`config.mk`:
```
export PLATFORM = sky130hd
export DESIGN_NAME = epm_pin_mux
export DESIGN_NICKNAME = d
export VERILOG_FILES = /design/src/verilog/epm_pkg.sv /design/src/verilog/epm_pin_mux.sv /design/src/verilog/epm_fast_port.sv
export SDC_FILE = /design/constraint.sdc
export NUM_CORES = 1
export LEC_CHECK = 0
export ABC_AREA = 1
export BUFFER_PORTS_ARGS = -buffer_cell sky130_fd_sc_hd__buf_4
export CORE_MARGIN = 2
export CORE_UTILIZATION = 42
export CTS_CLUSTER_DIAMETER = 40
export CTS_CLUSTER_SIZE = 14
export DETAILED_ROUTE_END_ITERATION = 6
export MAX_ROUTING_LAYER = met4
export PLACE_DENSITY_LB_ADDON = 0.15
export REMOVE_ABC_BUFFERS = 1
export SETUP_SLACK_MARGIN = 0.5
export SKIP_LAST_GASP = 1
export SYNTH_ARGS = -nofsm -noshare
export SYNTH_HDL_FRONTEND = slang
export SYNTH_SLANG_ARGS = --single-unit
```
`constraint.sdc`:
```
create_clock -name i_clk_sys -period 1 [get_ports i_clk_sys]
set_input_delay 0.1 -clock i_clk_sys [delete_from_list [all_inputs] [get_ports i_clk_sys]]
set_output_delay 0.1 -clock i_clk_sys [all_outputs]
set_load 0.01 [all_outputs]
```
`src/verilog/epm_pkg.sv`:
```
package epm_pkg;
  // ******************************
  // interface selection codes and counts
  // ******************************
  localparam logic [1:0] FAST_MODE_GPSI = 2'h0;
  localparam logic [1:0] FAST_MODE_MII = 2'h1;
  localparam logic [1:0] FAST_MODE_RMII = 2'h3;
  localparam logic [1:0] UPLINK_MODE_MII = 2'h0;
  localparam logic [1:0] UPLINK_MODE_GMII = 2'h3;
  localparam logic [1:0] FAST_MODE_RESET = FAST_MODE_MII;
  localparam logic [1:0] UPLINK_MODE_RESET = UPLINK_MODE_GMII;
  localparam int NUM_FAST_PORTS = 8;
  localparam int SYNC_STAGES = 3;
  localparam int STRAP_SETTLE_CYCLES = 4;

  // ******************************
  // pin idle levels
  // ******************************
  localparam logic PULL_UP = 1'h1;
  localparam logic PULL_DOWN = 1'h0;
  localparam logic TX_IDLE = 1'h0;
endpackage

```
`src/verilog/epm_pin_mux.sv`:
```
`timescale 1ns/1ps
// Function
// RL1 - RMII uses two data bits, no clocks
// RL2 - MII uses four bits, collision, bidirectional clocks
// RL3 - GPSI passes one serial bit, collision, clocks
// RL4 - no module: inputs pulled idle, transmit driven
// RL5 - uplink GMII uses eight bits, errors, clocks
// RL6 - uplink MII uses four bits, no errors
// RL7 - uplink always uses mii tx clock, crs, col
// RL8 - uplink offers only GMII and MII
// RL9 - strap pulled up enables module detection
// RL10 - each fast port field steers own pins
// RL11 - unused transmit outputs driven low
module epm_pin_mux
  import epm_pkg::*;
#(
  parameter int NPORTS = epm_pkg::NUM_FAST_PORTS
) (
  input wire logic i_clk_sys, // system clock 125 MHz
  input wire logic i_rst_n, // async reset, active low
  input wire logic i_module_detect_strap, // strap pin, high enables
  input wire logic [NPORTS-1:0] i_module_present, // per fast port
  input wire logic i_uplink_module_present, // uplink presence
  input wire logic [2*NPORTS-1:0] i_fast_port_interface_config, // 2b/port
  input wire logic [1:0] i_uplink_interface_config, // uplink field
  input wire logic [4*NPORTS-1:0] i_fast_rxd, // fast rx data pins
  input wire logic [NPORTS-1:0] i_fast_port_carrier_valid, // crs/dv pins
  input wire logic [NPORTS-1:0] i_fast_col, // fast collision pins
  input wire logic [NPORTS-1:0] i_fast_port_tx_clock, // tx clock pin in
  input wire logic [NPORTS-1:0] i_fast_port_rx_clock, // rx clock pin in
  input wire logic [4*NPORTS-1:0] i_mac_fast_txd, // mac tx data
  input wire logic [NPORTS-1:0] i_mac_fast_txen, // mac tx enable
  input wire logic [NPORTS-1:0] i_mac_fast_tx_clock, // clocks to drive
  input wire logic [NPORTS-1:0] i_mac_fast_rx_clock, // clocks to drive
  input wire logic [NPORTS-1:0] i_mac_fast_clk_drive, // drive clocks
  output logic [4*NPORTS-1:0] o_fast_txd, // fast tx data pins
  output logic [NPORTS-1:0] o_fast_txen, // fast tx enable pins
  output logic [NPORTS-1:0] o_fast_port_tx_clock, // tx clock out
  output logic [NPORTS-1:0] o_fast_port_tx_clock_oe, // tx clock oe
  output logic [NPORTS-1:0] o_fast_port_rx_clock, // rx clock out
  output logic [NPORTS-1:0] o_fast_port_rx_clock_oe, // rx clock oe
  output logic [4*NPORTS-1:0] o_mac_fast_rxd, // rx data to mac
  output logic [NPORTS-1:0] o_mac_fast_crs_dv, // crs/dv to mac
  output logic [NPORTS-1:0] o_mac_fast_col, // collision to mac
  output logic [NPORTS-1:0] o_mac_fast_tx_clock, // tx clock to mac
  output logic [NPORTS-1:0] o_mac_fast_rx_clock, // rx clock to mac
  input wire logic [7:0] i_up_rxd, // uplink rx data pins
  input wire logic i_up_rxdv, // uplink rx valid
  input wire logic i_uplink_rx_error, // uplink rx error pin
  input wire logic i_up_crs, // uplink carrier sense
  input wire logic i_up_col, // uplink collision
  input wire logic i_uplink_rx_clock, // uplink rx clock pin in
  input wire logic i_gigabit_reference_clock, // reference clock pin
  input wire logic i_uplink_mii_tx_clock_in, // mii tx clock pin
  input wire logic [7:0] i_mac_up_txd, // mac uplink tx data
  input wire logic i_mac_up_txen, // mac uplink tx enable
  input wire logic i_mac_up_txer, // mac uplink tx error
  input wire logic i_mac_up_gtx_clock, // mac gmii tx clock
  input wire logic i_mac_up_rx_clock, // mac rx clock to drive
  input wire logic i_mac_up_clk_drive, // drive rx clock in mii
  output logic [7:0] o_up_txd, // uplink tx data pins
  output logic o_up_txen, // uplink tx enable
  output logic o_uplink_tx_error, // uplink tx error pin
  output logic o_uplink_gmii_tx_clock_out, // gmii tx clock pin
  output logic o_uplink_rx_clock, // rx clock out
  output logic o_uplink_rx_clock_oe, // rx clock oe
  output logic [7:0] o_mac_up_rxd, // uplink rx data to mac
  output logic o_mac_up_rxdv, // rx valid to mac
  output logic o_mac_up_rxer, // rx error to mac
  output logic o_mac_up_crs, // crs to mac
  output logic o_mac_up_col, // col to mac
  output logic o_mac_up_rx_clock, // rx clock to mac
  output logic o_mac_up_ref_clock, // reference clock to mac
  output logic o_mac_up_mii_tx_clock, // mii tx clock to mac
  output logic o_detect_enabled, // detection latched after reset
  output logic o_uplink_gmii // uplink in gmii mode
);
  import epm_pkg::*;

  // ******************************
  // strap capture after reset
  // ******************************
  logic [SYNC_STAGES-1:0] strap_sync;
  logic [2:0] settle;
  logic strap_taken;
  always_ff @(posedge i_clk_sys or negedge i_rst_n) begin
    if (!i_rst_n) begin
      strap_sync <= '0;
      settle <= 3'h0;
      strap_taken <= 1'h0;
      o_detect_enabled <= 1'h0;
    end else begin
      strap_sync <= {strap_sync[SYNC_STAGES-2:0], i_module_detect_strap};
      if (!strap_taken) begin
        if (settle == 3'(STRAP_SETTLE_CYCLES)) begin
          if (strap_sync[2] == strap_sync[1]) begin
            o_detect_enabled <= strap_sync[2]; // see RL9
            strap_taken <= 1'h1;
          end
        end else begin
          settle <= settle + 3'h1;
        end
      end
    end
  end

  // ******************************
  // presence inputs synchronised
  // ******************************
  logic [NPORTS:0] pres_s1, pres_s2, pres_s3, pres;
  always_ff @(posedge i_clk_sys or negedge i_rst_n) begin
    if (!i_rst_n) begin
      pres_s1 <= '1;
      pres_s2 <= '1;
      pres_s3 <= '1;
      pres <= '1;
    end else begin
      pres_s1 <= {i_uplink_module_present, i_module_present};
      pres_s2 <= pres_s1;
      pres_s3 <= pres_s2;
      pres <= (pres_s2 & pres_s3) | (pres & (pres_s2 | pres_s3));
    end
  end

  // the enable is an argument so that callers re-evaluate when it changes
  function automatic logic absent(input logic en, input logic p);
    absent = en && !p; // see RL9
  endfunction

  // ******************************
  // fast ports
  // ******************************
  for (genvar g = 0; g < NPORTS; g++) begin : g_fast
    epm_fast_port u_port (
      .i_clk_sys(i_clk_sys),
      .i_rst_n(i_rst_n),
      .i_mode(i_fast_port_interface_config[2*g +: 2]), // see RL10
      .i_absent(absent(o_detect_enabled, pres[g])),
      .i_rxd(i_fast_rxd[4*g +: 4]),
      .i_carrier_valid(i_fast_port_carrier_valid[g]),
      .i_col(i_fast_col[g]),
      .i_tx_clock(i_fast_port_tx_clock[g]),
      .i_rx_clock(i_fast_port_rx_clock[g]),
      .i_mac_txd(i_mac_fast_txd[4*g +: 4]),
      .i_mac_txen(i_mac_fast_txen[g]),
      .i_mac_tx_clock(i_mac_fast_tx_clock[g]),
      .i_mac_rx_clock(i_mac_fast_rx_clock[g]),
      .i_mac_clk_drive(i_mac_fast_clk_drive[g]),
      .o_txd(o_fast_txd[4*g +: 4]),
      .o_txen(o_fast_txen[g]),
      .o_tx_clock(o_fast_port_tx_clock[g]),
      .o_tx_clock_oe(o_fast_port_tx_clock_oe[g]),
      .o_rx_clock(o_fast_port_rx_clock[g]),
      .o_rx_clock_oe(o_fast_port_rx_clock_oe[g]),
      .o_mac_rxd(o_mac_fast_rxd[4*g +: 4]),
      .o_mac_crs_dv(o_mac_fast_crs_dv[g]),
      .o_mac_col(o_mac_fast_col[g]),
      .o_mac_tx_clock(o_mac_fast_tx_clock[g]),
      .o_mac_rx_clock(o_mac_fast_rx_clock[g])
    );
  end

  // ******************************
  // uplink mode, only two choices
  // ******************************
  logic up_gmii, up_absent;
  assign up_absent = absent(o_detect_enabled, pres[NPORTS]);
  // any code other than the mii code selects gmii
  assign up_gmii = (i_uplink_interface_config != UPLINK_MODE_MII); // see RL8
  always_ff @(posedge i_clk_sys or negedge i_rst_n) begin
    if (!i_rst_n) begin
      o_uplink_gmii <= 1'h1;
    end else begin
      o_uplink_gmii <= up_gmii;
    end
  end

  // ******************************
  // uplink receive
  // ******************************
  always_ff @(posedge i_clk_sys or negedge i_rst_n) begin
    if (!i_rst_n) begin
      o_mac_up_rxd <= 8'hff;
      o_mac_up_rxdv <= PULL_UP;
      o_mac_up_rxer <= PULL_UP;
      o_mac_up_crs <= PULL_DOWN;
      o_mac_up_col <= PULL_DOWN;
      o_mac_up_rx_clock <= PULL_UP;
      o_mac_up_ref_clock <= PULL_UP;
      o_mac_up_mii_tx_clock <= PULL_UP;
    end else if (up_absent) begin
      o_mac_up_rxd <= 8'hff; // see RL4
      o_mac_up_rxdv <= PULL_UP;
      o_mac_up_rxer <= PULL_UP;
      o_mac_up_crs <= PULL_DOWN;
      o_mac_up_col <= PULL_DOWN;
      o_mac_up_rx_clock <= PULL_UP;
      o_mac_up_ref_clock <= PULL_UP;
      o_mac_up_mii_tx_clock <= PULL_UP;
    end else begin
      o_mac_up_rxdv <= i_up_rxdv;
      o_mac_up_crs <= i_up_crs; // see RL7
      o_mac_up_col <= i_up_col; // see RL7
      o_mac_up_mii_tx_clock <= i_uplink_mii_tx_clock_in; // see RL7
      o_mac_up_rx_clock <= i_uplink_rx_clock;
      o_mac_up_ref_clock <= i_gigabit_reference_clock; // see RL6
      if (up_gmii) begin
        o_mac_up_rxd <= i_up_rxd; // see RL5
        o_mac_up_rxer <= i_uplink_rx_error; // see RL5
      end else begin
        o_mac_up_rxd <= {4'hf, i_up_rxd[3:0]}; // see RL6
        o_mac_up_rxer <= PULL_DOWN; // see RL6
      end
    end
  end

  // ******************************
  // uplink transmit
  // ******************************
  always_ff @(posedge i_clk_sys or negedge i_rst_n) begin
    if (!i_rst_n) begin
      o_up_txd <= 8'h00;
      o_up_txen <= TX_IDLE;
      o_uplink_tx_error <= TX_IDLE;
      o_uplink_gmii_tx_clock_out <= TX_IDLE;
      o_uplink_rx_clock <= TX_IDLE;
      o_uplink_rx_clock_oe <= 1'h0;
    end else begin
      o_up_txen <= i_mac_up_txen; // see RL7
      o_uplink_rx_clock <= i_mac_up_rx_clock;
      if (up_gmii) begin
        o_up_txd <= i_mac_up_txd; // see RL5
        o_uplink_tx_error <= i_mac_up_txer;
        o_uplink_gmii_tx_clock_out <= i_mac_up_gtx_clock; // see RL5
        o_uplink_rx_clock_oe <= 1'h0;
      end else begin
        o_up_txd <= {4'h0, i_mac_up_txd[3:0]}; // see RL11
        o_uplink_tx_error <= TX_IDLE; // see RL6
        o_uplink_gmii_tx_clock_out <= TX_IDLE; // see RL6
        o_uplink_rx_clock_oe <= !up_absent && i_mac_up_clk_drive;
      end
    end
  end

  // ******************************
  // checks
  // ******************************
  a_up_mii_upper: assert property (@(posedge i_clk_sys) disable iff (!i_rst_n)
    !up_gmii |=> o_up_txd[7:4] == 4'h0 && !o_uplink_tx_error) // see RL6
    else $error("uplink mii upper tx not low");
  a_up_gmii_rxd: assert property (@(posedge i_clk_sys) disable iff (!i_rst_n)
    $past(i_rst_n) && up_gmii && !up_absent
    |=> o_mac_up_rxd == $past(i_up_rxd)) // see RL5
    else $error("uplink gmii rx data wrong");
  a_up_txen_pass: assert property (@(posedge i_clk_sys) disable iff (!i_rst_n)
    $past(i_rst_n) |=> o_up_txen == $past(i_mac_up_txen)) // see RL7
    else $error("uplink tx enable not passed");
  a_up_absent_idle: assert property (@(posedge i_clk_sys)
    disable iff (!i_rst_n)
    up_absent |=> !o_mac_up_crs && !o_mac_up_col && o_mac_up_rxdv) // see RL4
    else $error("uplink absent idle wrong");
  a_detect_off: assert property (@(posedge i_clk_sys) disable iff (!i_rst_n)
    !o_detect_enabled |-> !up_absent) // see RL9
    else $error("absent while detection off");
  a_mode_flag: assert property (@(posedge i_clk_sys) disable iff (!i_rst_n)
    $past(i_rst_n) |=> o_uplink_gmii ==
    $past(i_uplink_interface_config != UPLINK_MODE_MII)) // see RL8
    else $error("uplink mode flag wrong");
  c_up_gmii: cover property (@(posedge i_clk_sys) up_gmii && !up_absent);
  c_up_mii: cover property (@(posedge i_clk_sys) !up_gmii && !up_absent);
  c_detect: cover property (@(posedge i_clk_sys) o_detect_enabled);
  c_absent: cover property (@(posedge i_clk_sys) up_absent);
endmodule // epm_pin_mux

```
`src/verilog/epm_fast_port.sv`:
```
`timescale 1ns/1ps
module epm_fast_port
  import epm_pkg::*;
(
  input wire logic i_clk_sys, // system clock
  input wire logic i_rst_n, // async reset, active low
  input wire logic [1:0] i_mode, // fast_port_interface_config
  input wire logic i_absent, // no module present
  input wire logic [3:0] i_rxd, // receive data pins
  input wire logic i_carrier_valid, // fast_port_carrier_valid pin
  input wire logic i_col, // collision pin
  input wire logic i_tx_clock, // fast_port_tx_clock pin in
  input wire logic i_rx_clock, // fast_port_rx_clock pin in
  input wire logic [3:0] i_mac_txd, // mac transmit data
  input wire logic i_mac_txen, // mac transmit enable
  input wire logic i_mac_tx_clock, // mac tx clock to drive
  input wire logic i_mac_rx_clock, // mac rx clock to drive
  input wire logic i_mac_clk_drive, // mac wants clocks driven
  output logic [3:0] o_txd, // transmit data pins
  output logic o_txen, // transmit enable pin
  output logic o_tx_clock, // tx clock out
  output logic o_tx_clock_oe, // tx clock output enable
  output logic o_rx_clock, // rx clock out
  output logic o_rx_clock_oe, // rx clock output enable
  output logic [3:0] o_mac_rxd, // receive data to mac
  output logic o_mac_crs_dv, // carrier or valid to mac
  output logic o_mac_col, // collision to mac
  output logic o_mac_tx_clock, // tx clock seen by mac
  output logic o_mac_rx_clock // rx clock seen by mac
);
  logic clk_mode;
  // only mii and gpsi use the clock pins; the undefined code keeps them low
  assign clk_mode = !i_absent &&
    (i_mode == FAST_MODE_MII || i_mode == FAST_MODE_GPSI); // see RL11

  // ******************************
  // receive side
  // ******************************
  always_ff @(posedge i_clk_sys or negedge i_rst_n) begin
    if (!i_rst_n) begin
      o_mac_rxd <= {4{PULL_UP}};
      o_mac_crs_dv <= PULL_UP;
      o_mac_col <= PULL_DOWN;
      o_mac_tx_clock <= PULL_UP;
      o_mac_rx_clock <= PULL_UP;
    end else if (i_absent) begin
      o_mac_rxd <= {4{PULL_UP}}; // see RL4
      o_mac_crs_dv <= PULL_UP;
      o_mac_col <= PULL_DOWN;
      o_mac_tx_clock <= PULL_UP;
      o_mac_rx_clock <= PULL_UP;
    end else begin
      o_mac_crs_dv <= i_carrier_valid;
      case (i_mode)
        FAST_MODE_RMII: begin
          o_mac_rxd <= {{2{PULL_UP}}, i_rxd[1:0]}; // see RL1
          o_mac_col <= PULL_DOWN;
          o_mac_tx_clock <= PULL_UP;
          o_mac_rx_clock <= PULL_UP;
        end
        FAST_MODE_MII: begin
          o_mac_rxd <= i_rxd; // see RL2
          o_mac_col <= i_col;
          o_mac_tx_clock <= i_tx_clock;
          o_mac_rx_clock <= i_rx_clock;
        end
        FAST_MODE_GPSI: begin
          o_mac_rxd <= {{3{PULL_UP}}, i_rxd[0]}; // see RL3
          o_mac_col <= i_col;
          o_mac_tx_clock <= i_tx_clock;
          o_mac_rx_clock <= i_rx_clock;
        end
        default: begin
          o_mac_rxd <= {4{PULL_UP}};
          o_mac_col <= PULL_DOWN;
          o_mac_tx_clock <= PULL_UP;
          o_mac_rx_clock <= PULL_UP;
        end
      endcase
    end
  end

  // ******************************
  // transmit side
  // ******************************
  always_ff @(posedge i_clk_sys or negedge i_rst_n) begin
    if (!i_rst_n) begin
      o_txd <= {4{TX_IDLE}};
      o_txen <= TX_IDLE;
    end else begin
      o_txen <= i_mac_txen; // see RL4
      case (i_mode)
        FAST_MODE_RMII: o_txd <= {2'h0, i_mac_txd[1:0]}; // see RL11
        FAST_MODE_MII: o_txd <= i_mac_txd;
        FAST_MODE_GPSI: o_txd <= {3'h0, i_mac_txd[0]}; // see RL11
        default: o_txd <= {4{TX_IDLE}};
      endcase
    end
  end

  always_ff @(posedge i_clk_sys or negedge i_rst_n) begin
    if (!i_rst_n) begin
      o_tx_clock_oe <= 1'h0;
      o_rx_clock_oe <= 1'h0;
      o_tx_clock <= TX_IDLE;
      o_rx_clock <= TX_IDLE;
    end else begin
      o_tx_clock_oe <= clk_mode && i_mac_clk_drive; // see RL2
      o_rx_clock_oe <= clk_mode && i_mac_clk_drive;
      o_tx_clock <= clk_mode ? i_mac_tx_clock : TX_IDLE;
      o_rx_clock <= clk_mode ? i_mac_rx_clock : TX_IDLE;
    end
  end

  // ******************************
  // checks
  // ******************************
  a_rmii_col_low: assert property (@(posedge i_clk_sys) disable iff (!i_rst_n)
    i_mode == FAST_MODE_RMII |=> !o_mac_col) // see RL1
    else $error("rmii collision not held low");
  a_absent_idle: assert property (@(posedge i_clk_sys) disable iff (!i_rst_n)
    i_absent |=> o_mac_rxd == 4'hf && o_mac_crs_dv && !o_mac_col) // see RL4
    else $error("absent port inputs not idle");
  a_gpsi_tx_pad: assert property (@(posedge i_clk_sys) disable iff (!i_rst_n)
    i_mode == FAST_MODE_GPSI |=> o_txd[3:1] == 3'h0) // see RL11
    else $error("gpsi unused txd not low");
  a_mii_rx_pass: assert property (@(posedge i_clk_sys) disable iff (!i_rst_n)
    $past(i_rst_n) && !i_absent && i_mode == FAST_MODE_MII
    |=> o_mac_rxd == $past(i_rxd)) // see RL2
    else $error("mii rx data not passed");
  a_gpsi_rx_bit: assert property (@(posedge i_clk_sys) disable iff (!i_rst_n)
    $past(i_rst_n) && !i_absent && i_mode == FAST_MODE_GPSI
    |=> o_mac_rxd == {3'h7, $past(i_rxd[0])}) // see RL3
    else $error("gpsi rx bit wrong");
endmodule // epm_fast_port

```
==> results of run 1 <==
==> registers in the layout, indices dropped and copies added, names as in the netlist, 7 cells and up <==
name	flops
g_fast.u_port.o_txen	8
g_fast.u_port.o_mac_col	8
o_up_txd	8
g_fast.u_port.o_txd	32
pres_s3	9
pres_s1	9
g_fast.u_port.o_tx_clock	8
g_fast.u_port.o_mac_rxd	32
o_mac_up_rxd	8
pres	9
g_fast.u_port.o_tx_clock_oe	7
g_fast.u_port.o_rx_clock	8
g_fast.u_port.o_mac_rx_clock	8
pres_s2	9
g_fast.u_port.o_mac_crs_dv	8
g_fast.u_port.o_mac_tx_clock	8
==> layout make-up <==
type	instances	area [sq um]	share of cell area
Clock buffer	47	1010	0.0747
Tap cell	225	282	0.0207
Inverter	96	405	0.0299
Timing Repair inverter	1	16.3	0.00120
Timing Repair Buffer	509	4870	0.359
Multi-Input combinational cell	237	1590	0.117
Sequential cell	201	5160	0.380
Clock inverter	15	231	0.0171
==> routing by layer <==
layer / up-vias / global-route usage
met3: 78 / 0.0681
met5: - / -
met4: 0 / 0.116
met1: 2815 / 0.233
li1: 2696 / -
met2: 268 / 0.413
==> how the worst min path moves through the flow <==
stage	slack, ns	from	depth (start not counted)	to
detailed placement	-0.003	i_rst_n	1	o_uplink_rx_clock$_DFF_PN0_
global route	-0.52	i_rst_n	1	g_fast[2].u_port.o_txen$_DFF_PN0_
finish	-0.52	i_rst_n	1	g_fast[2].u_port.o_txen$_DFF_PN0_
global placement	-0.005	i_rst_n	1	g_fast[4].u_port.o_txen$_DFF_PN0_
CTS	-0.53	i_rst_n	1	g_fast[2].u_port.o_txen$_DFF_PN0_
floorplan	-0.20	i_rst_n	0	g_fast[0].u_port.o_mac_col$_DFF_PN0_
==> kinds of logic (layout without fill, tap and decap cells) <==
family / count (synthesis) / count (layout)
adder cells (fa/ha/maj): 11 / 11
flip-flops: 201 / 201
XOR/XNOR: 2 / 2
AO/OA/AOI/OAI: 15 / 15
buffers and inverters: 170 / 668
AND/OR/NAND/NOR: 208 / 209
==> cells in the final DEF, fill, tap and decap left out, drive strengths merged, types with 6 or more instances in the layout <==
cell and instances:
dlygate4sd3 127, buf 373, a21oi 6, dlymetal6s4s 8, dfstp 106, nor2 109, nand2 57, nand3b 16
clkbuf 48, inv 104, or2 24, dfrtp 95, maj3 9, a21boi 8
==> power groups by stage <==
stage,registers (mW),logic (mW),clock network [mW]
after floorplan,9.41,0.592,0
after global placement,9.19,2.45,0
after detailed placement,9.21,2.50,0
after CTS,9.18,3.29,12.6
after global routing,9.23,3.77,13.0
final,9.18,3.51,12.4
==> stage by stage <==
stage                     hold slack (ns)  instances
after floorplan                    -0.196        533
after global placement           -0.00477       1123
after detailed placement         -0.00346       1123
after CTS                          -0.529       1333
after global routing               -0.521       1331
final                              -0.520       1331
==> what timing repair did <==
item / 4_1_cts / 5_1_grt
endpoints found under the setup margin: 303 / 335
hold buffers: 141 / 2
buffers inserted: 5 / 4
pin swaps: 9 / 9
resized for setup: 201 / 112
cloned: 2 / 0
endpoints found under the hold margin: 295 / 239
==> results summary, run 1 <==
The synthesized-area fraction occupied by adder cells is 0.0156. The HPWL after detailed placement came out at 13.2 mm. Of the total power, the clock network draws 0.494. On the critical path the largest part of the delay comes from flip-flops. The synthesized area per cell is 12.2 sq um. The detailed route wirelength on metal2 is 11.4 mm. The number of DRC violations after detailed routing is 0. The checks that failed: hold timing, setup timing.

The number of standard cells after synthesis is 607. In this run the number of cells on the critical path is 1. The startpoint identified for the worst register-to-register timing path is o_detect_enabled$_DFFE_PN0P_.

The power density of the placed cells came out at about 1800 mW/mm^2. For this run, the post-layout net count is 1,268. The H-tree generated during clock tree synthesis spans 2 levels.

Internal power comes to about 19 mW. The min-delay analysis places its worst path in the category in -> async. The clock latency reported for the late side of the worst-skew pair came out at 0.48 ns. In the global route stage, overall resource usage came out at 0.233. The post-layout worst setup margin is -0.238 ns. The xor and xnor fraction of the mapped netlist area came out at 0.00237. The synthesis-to-finish area growth is 83.8%. In the post-synthesis netlist, the biggest area contributors are sky130_fd_sc_hd__dfstp_2, sky130_fd_sc_hd__dfrtp_1, sky130_fd_sc_hd__buf_4. The via-per-instance ratio came out at 4.40. From left edge to right edge, the die measures 137 um. The final clock skew is 0.0122 ns.

The violation count after the first detailed-route iteration came out at between 100 and 150. Derived from the worst setup path, the maximum achievable clock frequency is 807 MHz. The die extent in y is 137 um. The required time of the worst setup path came out at 0.90 ns. The final-report max-slew violation count is 0. The total number of placement rows is between 40 and 50. In this run the critical register-to-register path is captured at g_fast[1].u_port.o_mac_col$_DFF_PN0_. Summed over all nets, the switching power comes to between 5 and 6 mW.

The commonest cells after synthesis are sky130_fd_sc_hd__dfstp_2, sky130_fd_sc_hd__dfrtp_1, sky130_fd_sc_hd__inv_1, sky130_fd_sc_hd__buf_4, sky130_fd_sc_hd__nor2_1. After detailed routing, the met3 layer carries approximately 1.7 mm of wire. The filler cells instantiated in the layout total 935. Tracing the worst setup path back leads to its startpoint at g_fast[2].u_port.o_mac_rxd[3]$_DFF_PN1_.

Measured in cells, the most critical reg-to-reg path has a length of 5. The number of vias after detailed routing came out at between 5,000 and 6,000. Dividing the detail-routed wire length by the instance count gives 16.0 um. Clock tree synthesis inserted a total of 34 buffers. After synthesis, the largest family of logic cells by area is simple AND/OR/NAND/NOR gates. STA classifies the critical path startpoint as a flip-flop. The global-route wire length before repair is 32.5 mm. The cell area after technology mapping is 0.00738 sq mm. The clock net in this run drives a total of 201 sinks.

The diode insertion count for antenna repair came out at 0. The number of hold violations in the final report is 243. The number of synthesis warnings came out at 0. sky130_fd_sc_hd__dfstp_2 is the most common cell in the netlist. During I/O placement, the number of pins put on the boundary was ~350. The run finished, with violations left. The critical path is of the reg -> out type. The relative contribution of combinational cells to total power is 0.140. The share of total power consumed by net switching is 0.226.

After detailed routing, the wire length on met1 is 7.17 mm. The final period demand of the worst path is 1.24 ns. The maximum number of pins on one net before global-route repair came out at 52. The final instance area is 0.0136 sq mm. The simple-gate share of the synthesized area came out at 0.145. Summed over all cells, the static leakage comes to about 6.7 nW. The area share of the largest cell type after synthesis came out at 0.377. Setup violations remaining at the end of the flow were counted as 221. The share of total power in sequential cells is 0.366. The proportion of synthesized chip area in sequential cells is 0.699.

The endpoint type of the worst setup path is a primary output. The slowest stage of the critical path is the sky130_fd_sc_hd__dfstp_2 cell. The count of maximum capacitance violations is 0.

The arrival time of the worst setup path is 1.14 ns. The area fraction in compound gates after synthesis came out at 0.0129. In this run the clock root is driven by a sky130_fd_sc_hd__clkbuf_16.

Before CTS, the worst setup slack after placement is -0.141 ns. For this run, the slowest stage of the critical path takes 0.55 ns. The mux cell area share after synthesis is 0. The headroom to the max-slew limit came out at 0.824. The count of nets left with antenna violations once routing finished came out at 0. The number of antenna violations at the first check in global routing is 0.

Clock-pin slew was measured on the worst setup and hold paths at 0.06 ns. In this run the deepest clock path goes through 3 buffers. Following the worst setup path forward leads to its endpoint at o_mac_fast_rxd[11]. For the pin with the worst max-slew slack, the measured transition is 0.264 ns.

Summed over all instances, the cell type with the most area after synthesis is sky130_fd_sc_hd__dfstp_2. The worst hold slack across all endpoints is -0.520 ns. Walking the worst path, the cells encountered are buf_6. Setup slack on the worst reg-to-reg path comes out at -0.13 ns. Dividing the final minimum period by the clock period gives 1.24. The area of the core region came out at between 0.015 and 0.02 sq mm. Setup repair after global routing could not meet its margin everywhere. After detailed routing, no signal wire sits above met4. The die footprint came out at 0.0187 sq mm. The count of buffers added on input and output ports is 351. The number of different library cells in the post-synthesis netlist came out at 24. The fraction of final layout cells with drive strength greater than 1 is 0.616. Wires add up to 21.3 mm. The CTS tree is yes. The most frequently used flop master after synthesis is sky130_fd_sc_hd__dfstp_2. The placer congestion estimate came out at ~0.8.

The area of placed instances is 0.00989 sq mm. Setup total negative slack on the finished layout was measured at -26.43 ns. IR analysis of the VDD net gives a maximum drop of ~1300 uV.

The top fanout value on the critical path is 1. The initial utilization of the core area, before any placement, comes to 0.428. The total congestion overflow is 0.

Power comes to 25.1 mW. In this run, synthesis inferred 0 flip-flops with an integrated enable. Counting both buffers and inverters, the worst setup path holds a total of 1. The via count of the first global-routing pass is 6,643. The flop and latch count out of synthesis is 201. The number of search-and-repair iterations in the first detailed-routing pass is 4.

The share of flip-flops with an asynchronous set or reset is 1.00. The utilization of the core after routing is 0.788.
(Power assumes the default switching activity.)
==> inputs of run 2 (changes only) <==
--- a/config.mk
+++ b/config.mk
@@ -5,10 +5,9 @@
 export SDC_FILE = /design/constraint.sdc
 export NUM_CORES = 1
 export LEC_CHECK = 0
-export ABC_AREA = 1
 export BUFFER_PORTS_ARGS = -buffer_cell sky130_fd_sc_hd__buf_4
 export CORE_MARGIN = 2
-export CORE_UTILIZATION = 42
+export CORE_UTILIZATION = 41
 export CTS_CLUSTER_DIAMETER = 40
 export CTS_CLUSTER_SIZE = 14
 export DETAILED_ROUTE_END_ITERATION = 6
==> results summary, run 2 <==
The number of hold violations in the final report came out at 319. The number of sinks handled by clock tree synthesis came out at 201. The number of different library cells in the post-synthesis netlist is 30. The cell area after technology mapping came out at 0.00711 sq mm. The largest registers in the layout are g_fast.u_port.o_mac_rxd x32, g_fast.u_port.o_txd x32. The share of total power consumed by net switching is 0.227. On the final layout, the worst clock skew is between 0.015 and 0.02 ns. The number of placed I/O pins came out at 352. For the worst flop-to-flop path, the logic depth is 4. The checks that failed: hold timing, setup timing. Relative to the synthesized area, the layout overhead comes to 78.7%. The final-report max-slew violation count came out at 0. The maximum single-stage delay on the critical path is 0.54 ns. The floorplan step set the die width to ~140 um. The met1 routed wirelength after detailed routing is ~7.2 mm. The die footprint is 0.0184 sq mm. The required time of the worst setup path is 0.90 ns. The most common cell after layout, fill and taps aside is sky130_fd_sc_hd__buf_4. The clock transition time at the flip-flop clock pins of the worst setup and hold paths came out at around 0.060 ns. The first TritonRoute pass finished after 4 iterations. The total number of placement rows came out at 48. For this block, the initial DRC count from the detailed router was 118. In this run the register-to-register setup slack is -0.22 ns. In the layout the commonest cells are sky130_fd_sc_hd__buf_4, sky130_fd_sc_hd__buf_6, sky130_fd_sc_hd__dfstp_2, sky130_fd_sc_hd__dlygate4sd3_1, sky130_fd_sc_hd__dfrtp_1. For the pin with the worst max-slew slack, the measured transition is 0.339 ns.

Counting instances in the post-synthesis netlist gives the leading cell types as sky130_fd_sc_hd__dfstp_2, sky130_fd_sc_hd__dfrtp_1, sky130_fd_sc_hd__buf_4, sky130_fd_sc_hd__and2_1, sky130_fd_sc_hd__or3_1. The arrival time of the worst setup path is 1.17 ns. The placer congestion estimate is between 0.7 and 0.8. The number of antenna violations at the first check in global routing came out at 0. The flop and latch count out of synthesis came out at 201.

On the critical path, the stage with the largest delay is an instance of sky130_fd_sc_hd__dfstp_2. For this design the ratio of total power to cell area is 1760 mW/mm^2. The fraction of final layout cells with drive strength greater than 1 is 0.638. Wires add up to around 20 mm. The type of the worst setup path is reg -> out. The maximum number of buffers from clock root to sink is 3.

The power consumption came out at 22.3 mW. Registers take between 0.005 and 0.006 sq mm. The maximum number of pins on one net before global-route repair came out at 42. Traced cell by cell, the critical path runs through buf_6. Across every metal layer, demand over resource in global routing totals 0.223.

Summing all multi-input logic gate instances after layout gives 0.00158 sq mm. The initial cell density of the core came out at 0.415. In this run the power spent charging and discharging nets is slightly above 5 mW. The min-delay analysis places its worst path in the category in -> async. The worst register-to-register path ends at g_fast[5].u_port.o_mac_rx_clock$_DFF_PN1_.

Summed over all cells, the static leakage comes to 6.07 nW. Headroom to the max-slew limit came out at 0.773. The post-layout worst setup margin came out at -0.271 ns. The detailed route wirelength on metal2 came out at 10.9 mm.

The count of maximum capacitance violations is 0. Setup repair after global routing could not meet its margin everywhere. The proportion of synthesized chip area in sequential cells is 0.727. The utilization of the core after routing came out at 0.742. The routed layout has about 5,200 vias. The worst hold slack across all endpoints is -0.552 ns. Among all flip-flop cells after synthesis, the most frequent one is sky130_fd_sc_hd__dfstp_2. The total setup violations reported at the end of the flow came out at 271.

The number of synthesized flops with an enable pin is 0. The tree is rooted in a sky130_fd_sc_hd__clkbuf_16. At the later pin of the worst-skew pair, clock insertion delay measures between 0.5 and 0.6 ns. The synthesized area per cell is 14.4 sq um. The area of the core region is around 0.017 sq mm. The worst register-to-register path begins at o_detect_enabled$_DFFE_PN0P_.

Counting the fill cells in the layout gives 1,046. The final period demand of the worst path is 1.27 ns. The share of the cycle needed by the critical path after routing is 1.27. The die extent in y is 136 um. The clock network power share came out at 0.469. In this run the number of H-tree levels came out at 1. The cell family contributing the most delay on the critical path is flip-flops. Detailed placement finished with a half-perimeter wire length of ~13 mm.

Dividing the detail-routed via count by the number of cells gives between 4 and 5. The diode insertion count for antenna repair came out at 0. Of all flip-flops after synthesis, the portion carrying an async set or reset was 1.00. sky130_fd_sc_hd__dfstp_2 takes more of the synthesized area than any other cell. The relative contribution of combinational cells to total power came out at 0.127. The via count of the first global-routing pass came out at around 6,000. The run finished, with violations left. During synthesis, Yosys emitted a total of 0 warnings. The pre-CTS setup slack is -0.196 ns. The share of total power in sequential cells came out at 0.404.

The clock buffer count from CTS is 30. The count of nets left with antenna violations once routing finished came out at 0. The total number of nets in the final design is 1,112. The area share of the largest cell type after synthesis came out at 0.392. By area the synthesized netlist is led by sky130_fd_sc_hd__dfstp_2, sky130_fd_sc_hd__dfrtp_1, sky130_fd_sc_hd__buf_4. The count of buffering cells on the critical path with inverters included came out at 1. The timing-limited maximum frequency is 787 MHz. The global-route wire length before repair is 30.7 mm. TritonCTS built the clock tree. The maximum ir drop on the vdd rail came out at 1620 uV. The top fanout value on the critical path is 1. Dividing the detail-routed wire length by the instance count gives about 17 um. The most common cell in the synthesized netlist is sky130_fd_sc_hd__dfstp_2. The routed wire length on met3 is 1.58 mm. The startpoint type of the worst setup path is a flip-flop.

The number of DRC violations after detailed routing came out at 0. STA classifies the critical path endpoint as a primary output. The number of standard cells after synthesis is 495. The number of buffers added on ports came out at about 350. The internal power consumption is 17.3 mW. Summed over all layers, the global routing overflow is 0. The top metal layer carrying routed signals is met4.
## run 2: final cells by class
| type | count | share of cell area |
|---|---|---|
| Tap cell | 225 | 0.0222 |
| Inverter | 23 | 0.00680 |
| Timing Repair Buffer | 472 | 0.359 |
| Clock inverter | 17 | 0.0151 |
| Clock buffer | 39 | 0.0658 |
| Multi-Input combinational cell | 196 | 0.124 |
| Sequential cell | 201 | 0.407 |
## run 2: per-stage QoR
stage | cell area (sq um) | cells | hold WS, ns | TNS (ns)
floorplan | 6540 | 420 | -0.196 | -6.16
global placement | 9620 | 1008 | -0.00446 | -7.34
detailed placement | 9620 | 1008 | -0.00872 | -8.90
CTS | 12600 | 1174 | -0.564 | -45.61
global route | 12700 | 1173 | -0.569 | -53.60
finish | 12700 | 1173 | -0.552 | -42.04
## run 2: repair_timing
| item | in CTS | in global routing |
|---|---|---|
| pin swaps | 39 | 9 |
| setup endpoints to repair | 303 | 322 |
| hold buffers | 104 | 2 |
| gates resized for setup | 225 | 33 |
| buffers inserted | 5 | 1 |
| endpoints found under the hold margin | 361 | 288 |
| cloned | 1 | 0 |
## run 2: cell families (layout without fill, tap and decap cells)
| group | Yosys count | in the layout | synth area share |
|---|---|---|---|
| flops | 201 | 201 | 0.727 |
| simple gates | 164 | 164 | 0.145 |
| buf+inv | 98 | 551 | 0.0912 |
| compound gates | 19 | 19 | 0.0188 |
| fa+ha+maj | 11 | 11 | 0.0162 |
| xor+xnor | 2 | 2 | 0.00247 |
## run 2: worst max path at each step
stage	from	to	slack [ns]	depth (start not counted)
after floorplan	o_detect_enabled$_DFFE_PN0P_	g_fast[4].u_port.o_mac_rxd[3]$_DFF_PN1_	-0.18	2
after global placement	o_detect_enabled$_DFFE_PN0P_	g_fast[4].u_port.o_mac_rxd[2]$_DFF_PN1_	-0.17	3
after detailed placement	o_detect_enabled$_DFFE_PN0P_	g_fast[4].u_port.o_mac_rxd[3]$_DFF_PN1_	-0.20	3
after CTS	g_fast[3].u_port.o_mac_rx_clock$_DFF_PN1_	o_mac_fast_rx_clock[3]	-0.28	1
after global routing	g_fast[0].u_port.o_mac_crs_dv$_DFF_PN1_	o_mac_fast_crs_dv[0]	-0.30	1
final	g_fast[4].u_port.o_mac_rxd[2]$_DFF_PN1_	o_mac_fast_rxd[18]	-0.27	1
## run 2: routing by layer
| metal | up-vias | GRT usage |
|---|---|---|
| met1 | 2548 | 0.239 |
| met2 | 248 | 0.400 |
| li1 | 2375 | - |
| met5 | - | - |
| met3 | 50 | 0.0595 |
| met4 | 0 | 0.0706 |
## run 2: power by group through the flow
stage	registers, mW	logic [mW]	clock network [mW]
floorplan	9.24	0.377	0
global placement	9.05	2.02	0
detailed placement	9.06	2.07	0
CTS	9.02	2.77	10.6
global route	9.07	3.04	11.1
finish	9.03	2.83	10.5
==> inputs of run 3 (changes only) <==
--- a/config.mk
+++ b/config.mk
@@ -11,8 +11,9 @@
 export CTS_CLUSTER_DIAMETER = 40
 export CTS_CLUSTER_SIZE = 14
 export DETAILED_ROUTE_END_ITERATION = 6
+export GPL_ROUTABILITY_DRIVEN = 1
 export MAX_ROUTING_LAYER = met4
-export PLACE_DENSITY_LB_ADDON = 0.15
+export PLACE_DENSITY = 0.76
 export REMOVE_ABC_BUFFERS = 1
 export SETUP_SLACK_MARGIN = 0.5
 export SKIP_LAST_GASP = 1
==> results summary, run 3 (synthesis results as in run 2) <==
The flow ran to the end, but the final reports show violations. The checks that failed: hold timing, setup timing. Measured along the y axis, the die boundary spans 136 um.

The area of placed instances came out at 0.00962 sq mm. In the layout the commonest cells are sky130_fd_sc_hd__buf_4, sky130_fd_sc_hd__buf_6, sky130_fd_sc_hd__dfstp_2, sky130_fd_sc_hd__dlygate4sd3_1, sky130_fd_sc_hd__dfrtp_1. The final-report max-slew violation count is 0. The violation count after the first detailed-route iteration came out at 157. The number of sinks handled by clock tree synthesis is 201.

The depth of the critical timing path with buffers and inverters included came out at 1. The count of buffering cells on the critical path with inverters included came out at 1. The die footprint is 0.0184 sq mm. The maximum ir drop on the vdd rail is around 1800 uV.

The worst reg-to-reg path cell count came out at 7. The clock transition time at the flip-flop clock pins of the worst setup and hold paths came out at 0.06 ns. For this design the ratio of total power to cell area is about 1800 mW/mm^2.

The horizontal die dimension came out at 136 um. The final instance area is ~0.013 sq mm. The number of hold violations in the final report came out at 266. The required time of the worst setup path came out at 0.90 ns. The kind of cell with the highest combined delay along the critical path is flip-flops. The clock buffer count from CTS is 31. In the post-route analysis, the smallest setup slack over all paths is -0.306 ns. In this run the clock root is driven by a sky130_fd_sc_hd__clkbuf_16. The footprint of the flip-flops and latches came out at 0.00516 sq mm. The endpoint type of the worst setup path is a primary output. The later pin in the worst-skew pair is clocked with a latency of 0.54 ns. The count of maximum capacitance violations is 0. The number of antenna diodes in the final layout is 0. The timing-limited maximum frequency came out at 765 MHz. The placer congestion estimate came out at 0.807.

The maximum number of pins on one net before global-route repair came out at 40. For this design the static power due to leakage is just over 6 nW. The largest registers in the layout are g_fast.u_port.o_mac_rxd x32, g_fast.u_port.o_txd x32. The power consumption came out at 22.7 mW. The synthesis-to-finish area growth is 81.4%. The number of levels in the clock H-tree is 1. The via count of the first global-routing pass came out at 6,038. The share of the cycle needed by the critical path after routing came out at 1.31. For this run, the post-layout net count is ~1,100.

Across every metal layer, demand over resource in global routing totals 0.234. The critical path is of the reg -> out type. The maximum number of buffers from clock root to sink is 3.

The layout has 975 filler cells. The slowest stage of the critical path is the sky130_fd_sc_hd__dfstp_2 cell. Buffers placed on the I/O ports in this run total 351. The number of placed I/O pins came out at roughly 350.

The routed length per instance is 18.4 um. For this run, the slowest stage of the critical path takes 0.56 ns. The area of the multi-input gates is 0.00163 sq mm. The final clock skew came out at 0.0153 ns.

The final period demand of the worst path is between 1 and 1.5 ns. The via-per-instance ratio came out at 4.53. The initial cell density of the core came out at 0.415. The total detailed-routing wirelength is 21.9 mm. The fraction of final layout cells with drive strength greater than 1 is 0.663. The area of the core region is 0.0171 sq mm.

Walking the worst path, the cells encountered are buf_6. The top fanout value on the critical path is 1. For this design, the CTS-stage hold fixing added 110 buffers. The number of search-and-repair iterations in the first detailed-routing pass is 4. The startpoint type of the worst setup path is a flip-flop. Hold timing on the final database bottoms out at a slack of -0.528 ns. The transition time of the tightest slew-check pin came out at 0.431 ns. Headroom to the max-slew limit came out at 0.712. The first global-routing pass estimated 31.8 mm of wire. The total setup violations reported at the end of the flow came out at 269.

The number of DRC violations after detailed routing is 0. The residual antenna-violating net count after detailed routing is 0. The number of antenna violations at the first check in global routing came out at 0.

Detailed routing inserted a total of 5,401 vias. Setup repair after global routing could not meet its margin everywhere. The arrival time of the worst setup path came out at about 1.2 ns. The HPWL after detailed placement is 13.0 mm. The total number of placement rows is 48. The library cell used most frequently in the layout, excluding fill and tap cells, is sky130_fd_sc_hd__buf_4. The path class of the tightest hold or removal check is in -> async.

The total congestion overflow is 0. TritonCTS built the clock tree.
run 3: report_power, final:
part           switching [mW]  total (mW)  internal, mW  leakage (nW)
Sequential              0.265        9.04          8.77          2.33
Combinational            1.10        2.91          1.81          3.31
Clock                    4.30        10.8          6.47         0.516
run 3: cell type report:
type	instances	share of cell area
sequential	201	0.401
timing repair buffer	489	0.362
multi-input combinational	196	0.126
clock buffer	32	0.0605
clock inverter	26	0.0223
tap	225	0.0218
inverter	23	0.00670
run 3: worst paths after layout:
kind	from	endpoint	slack, ns
min reg2reg	pres_s1[3]$_DFF_PN1_	pres_s2[3]$_DFF_PN1_	0.35
max reg2reg	o_detect_enabled$_DFFE_PN0P_	o_mac_up_crs$_DFF_PN0_	-0.27
min	i_rst_n	g_fast[4].u_port.o_txd[0]$_DFF_PN0_	-0.53
min in group i_clk_sys	i_fast_port_rx_clock[1]	g_fast[1].u_port.o_mac_rx_clock$_DFF_PN1_	-0.24
max in group asynchronous	i_rst_n	g_fast[6].u_port.o_mac_rxd[1]$_DFF_PN1_	0.96
max	g_fast[3].u_port.o_mac_crs_dv$_DFF_PN1_	o_mac_fast_crs_dv[3]	-0.31
run 3: repair_timing:
item / 4_1_cts / 5_1_grt
gates resized for setup: 230 / 60
buffers inserted: 5 / 14
pin swaps: 48 / 21
hold endpoints to repair: 331 / 248
gates cloned: 1 / 0
setup endpoints to repair: 303 / 334
run 3: routing by layer:
layer  up-vias  wire length [um]  track usage
met5         -                 0            -
met4         0               651       0.0862
met3        57              1710       0.0718
met2       257             12300        0.428
met1      2665              7270        0.232
li1       2422                 -            -
run 3: metrics by stage:
step	worst slack, ns	setup TNS [ns]	hold WS, ns	utilization	instances
finish	-0.306	-44.76	-0.528	0.753	1192
global route	-0.340	-56.23	-0.540	0.753	1192
CTS	-0.345	-45.59	-0.543	0.739	1186
detailed placement	-0.243	-10.79	0.0232	0.562	1012
global placement	-0.205	-8.47	0.0254	0.562	1012
floorplan	-0.178	-6.16	-0.196	-	420
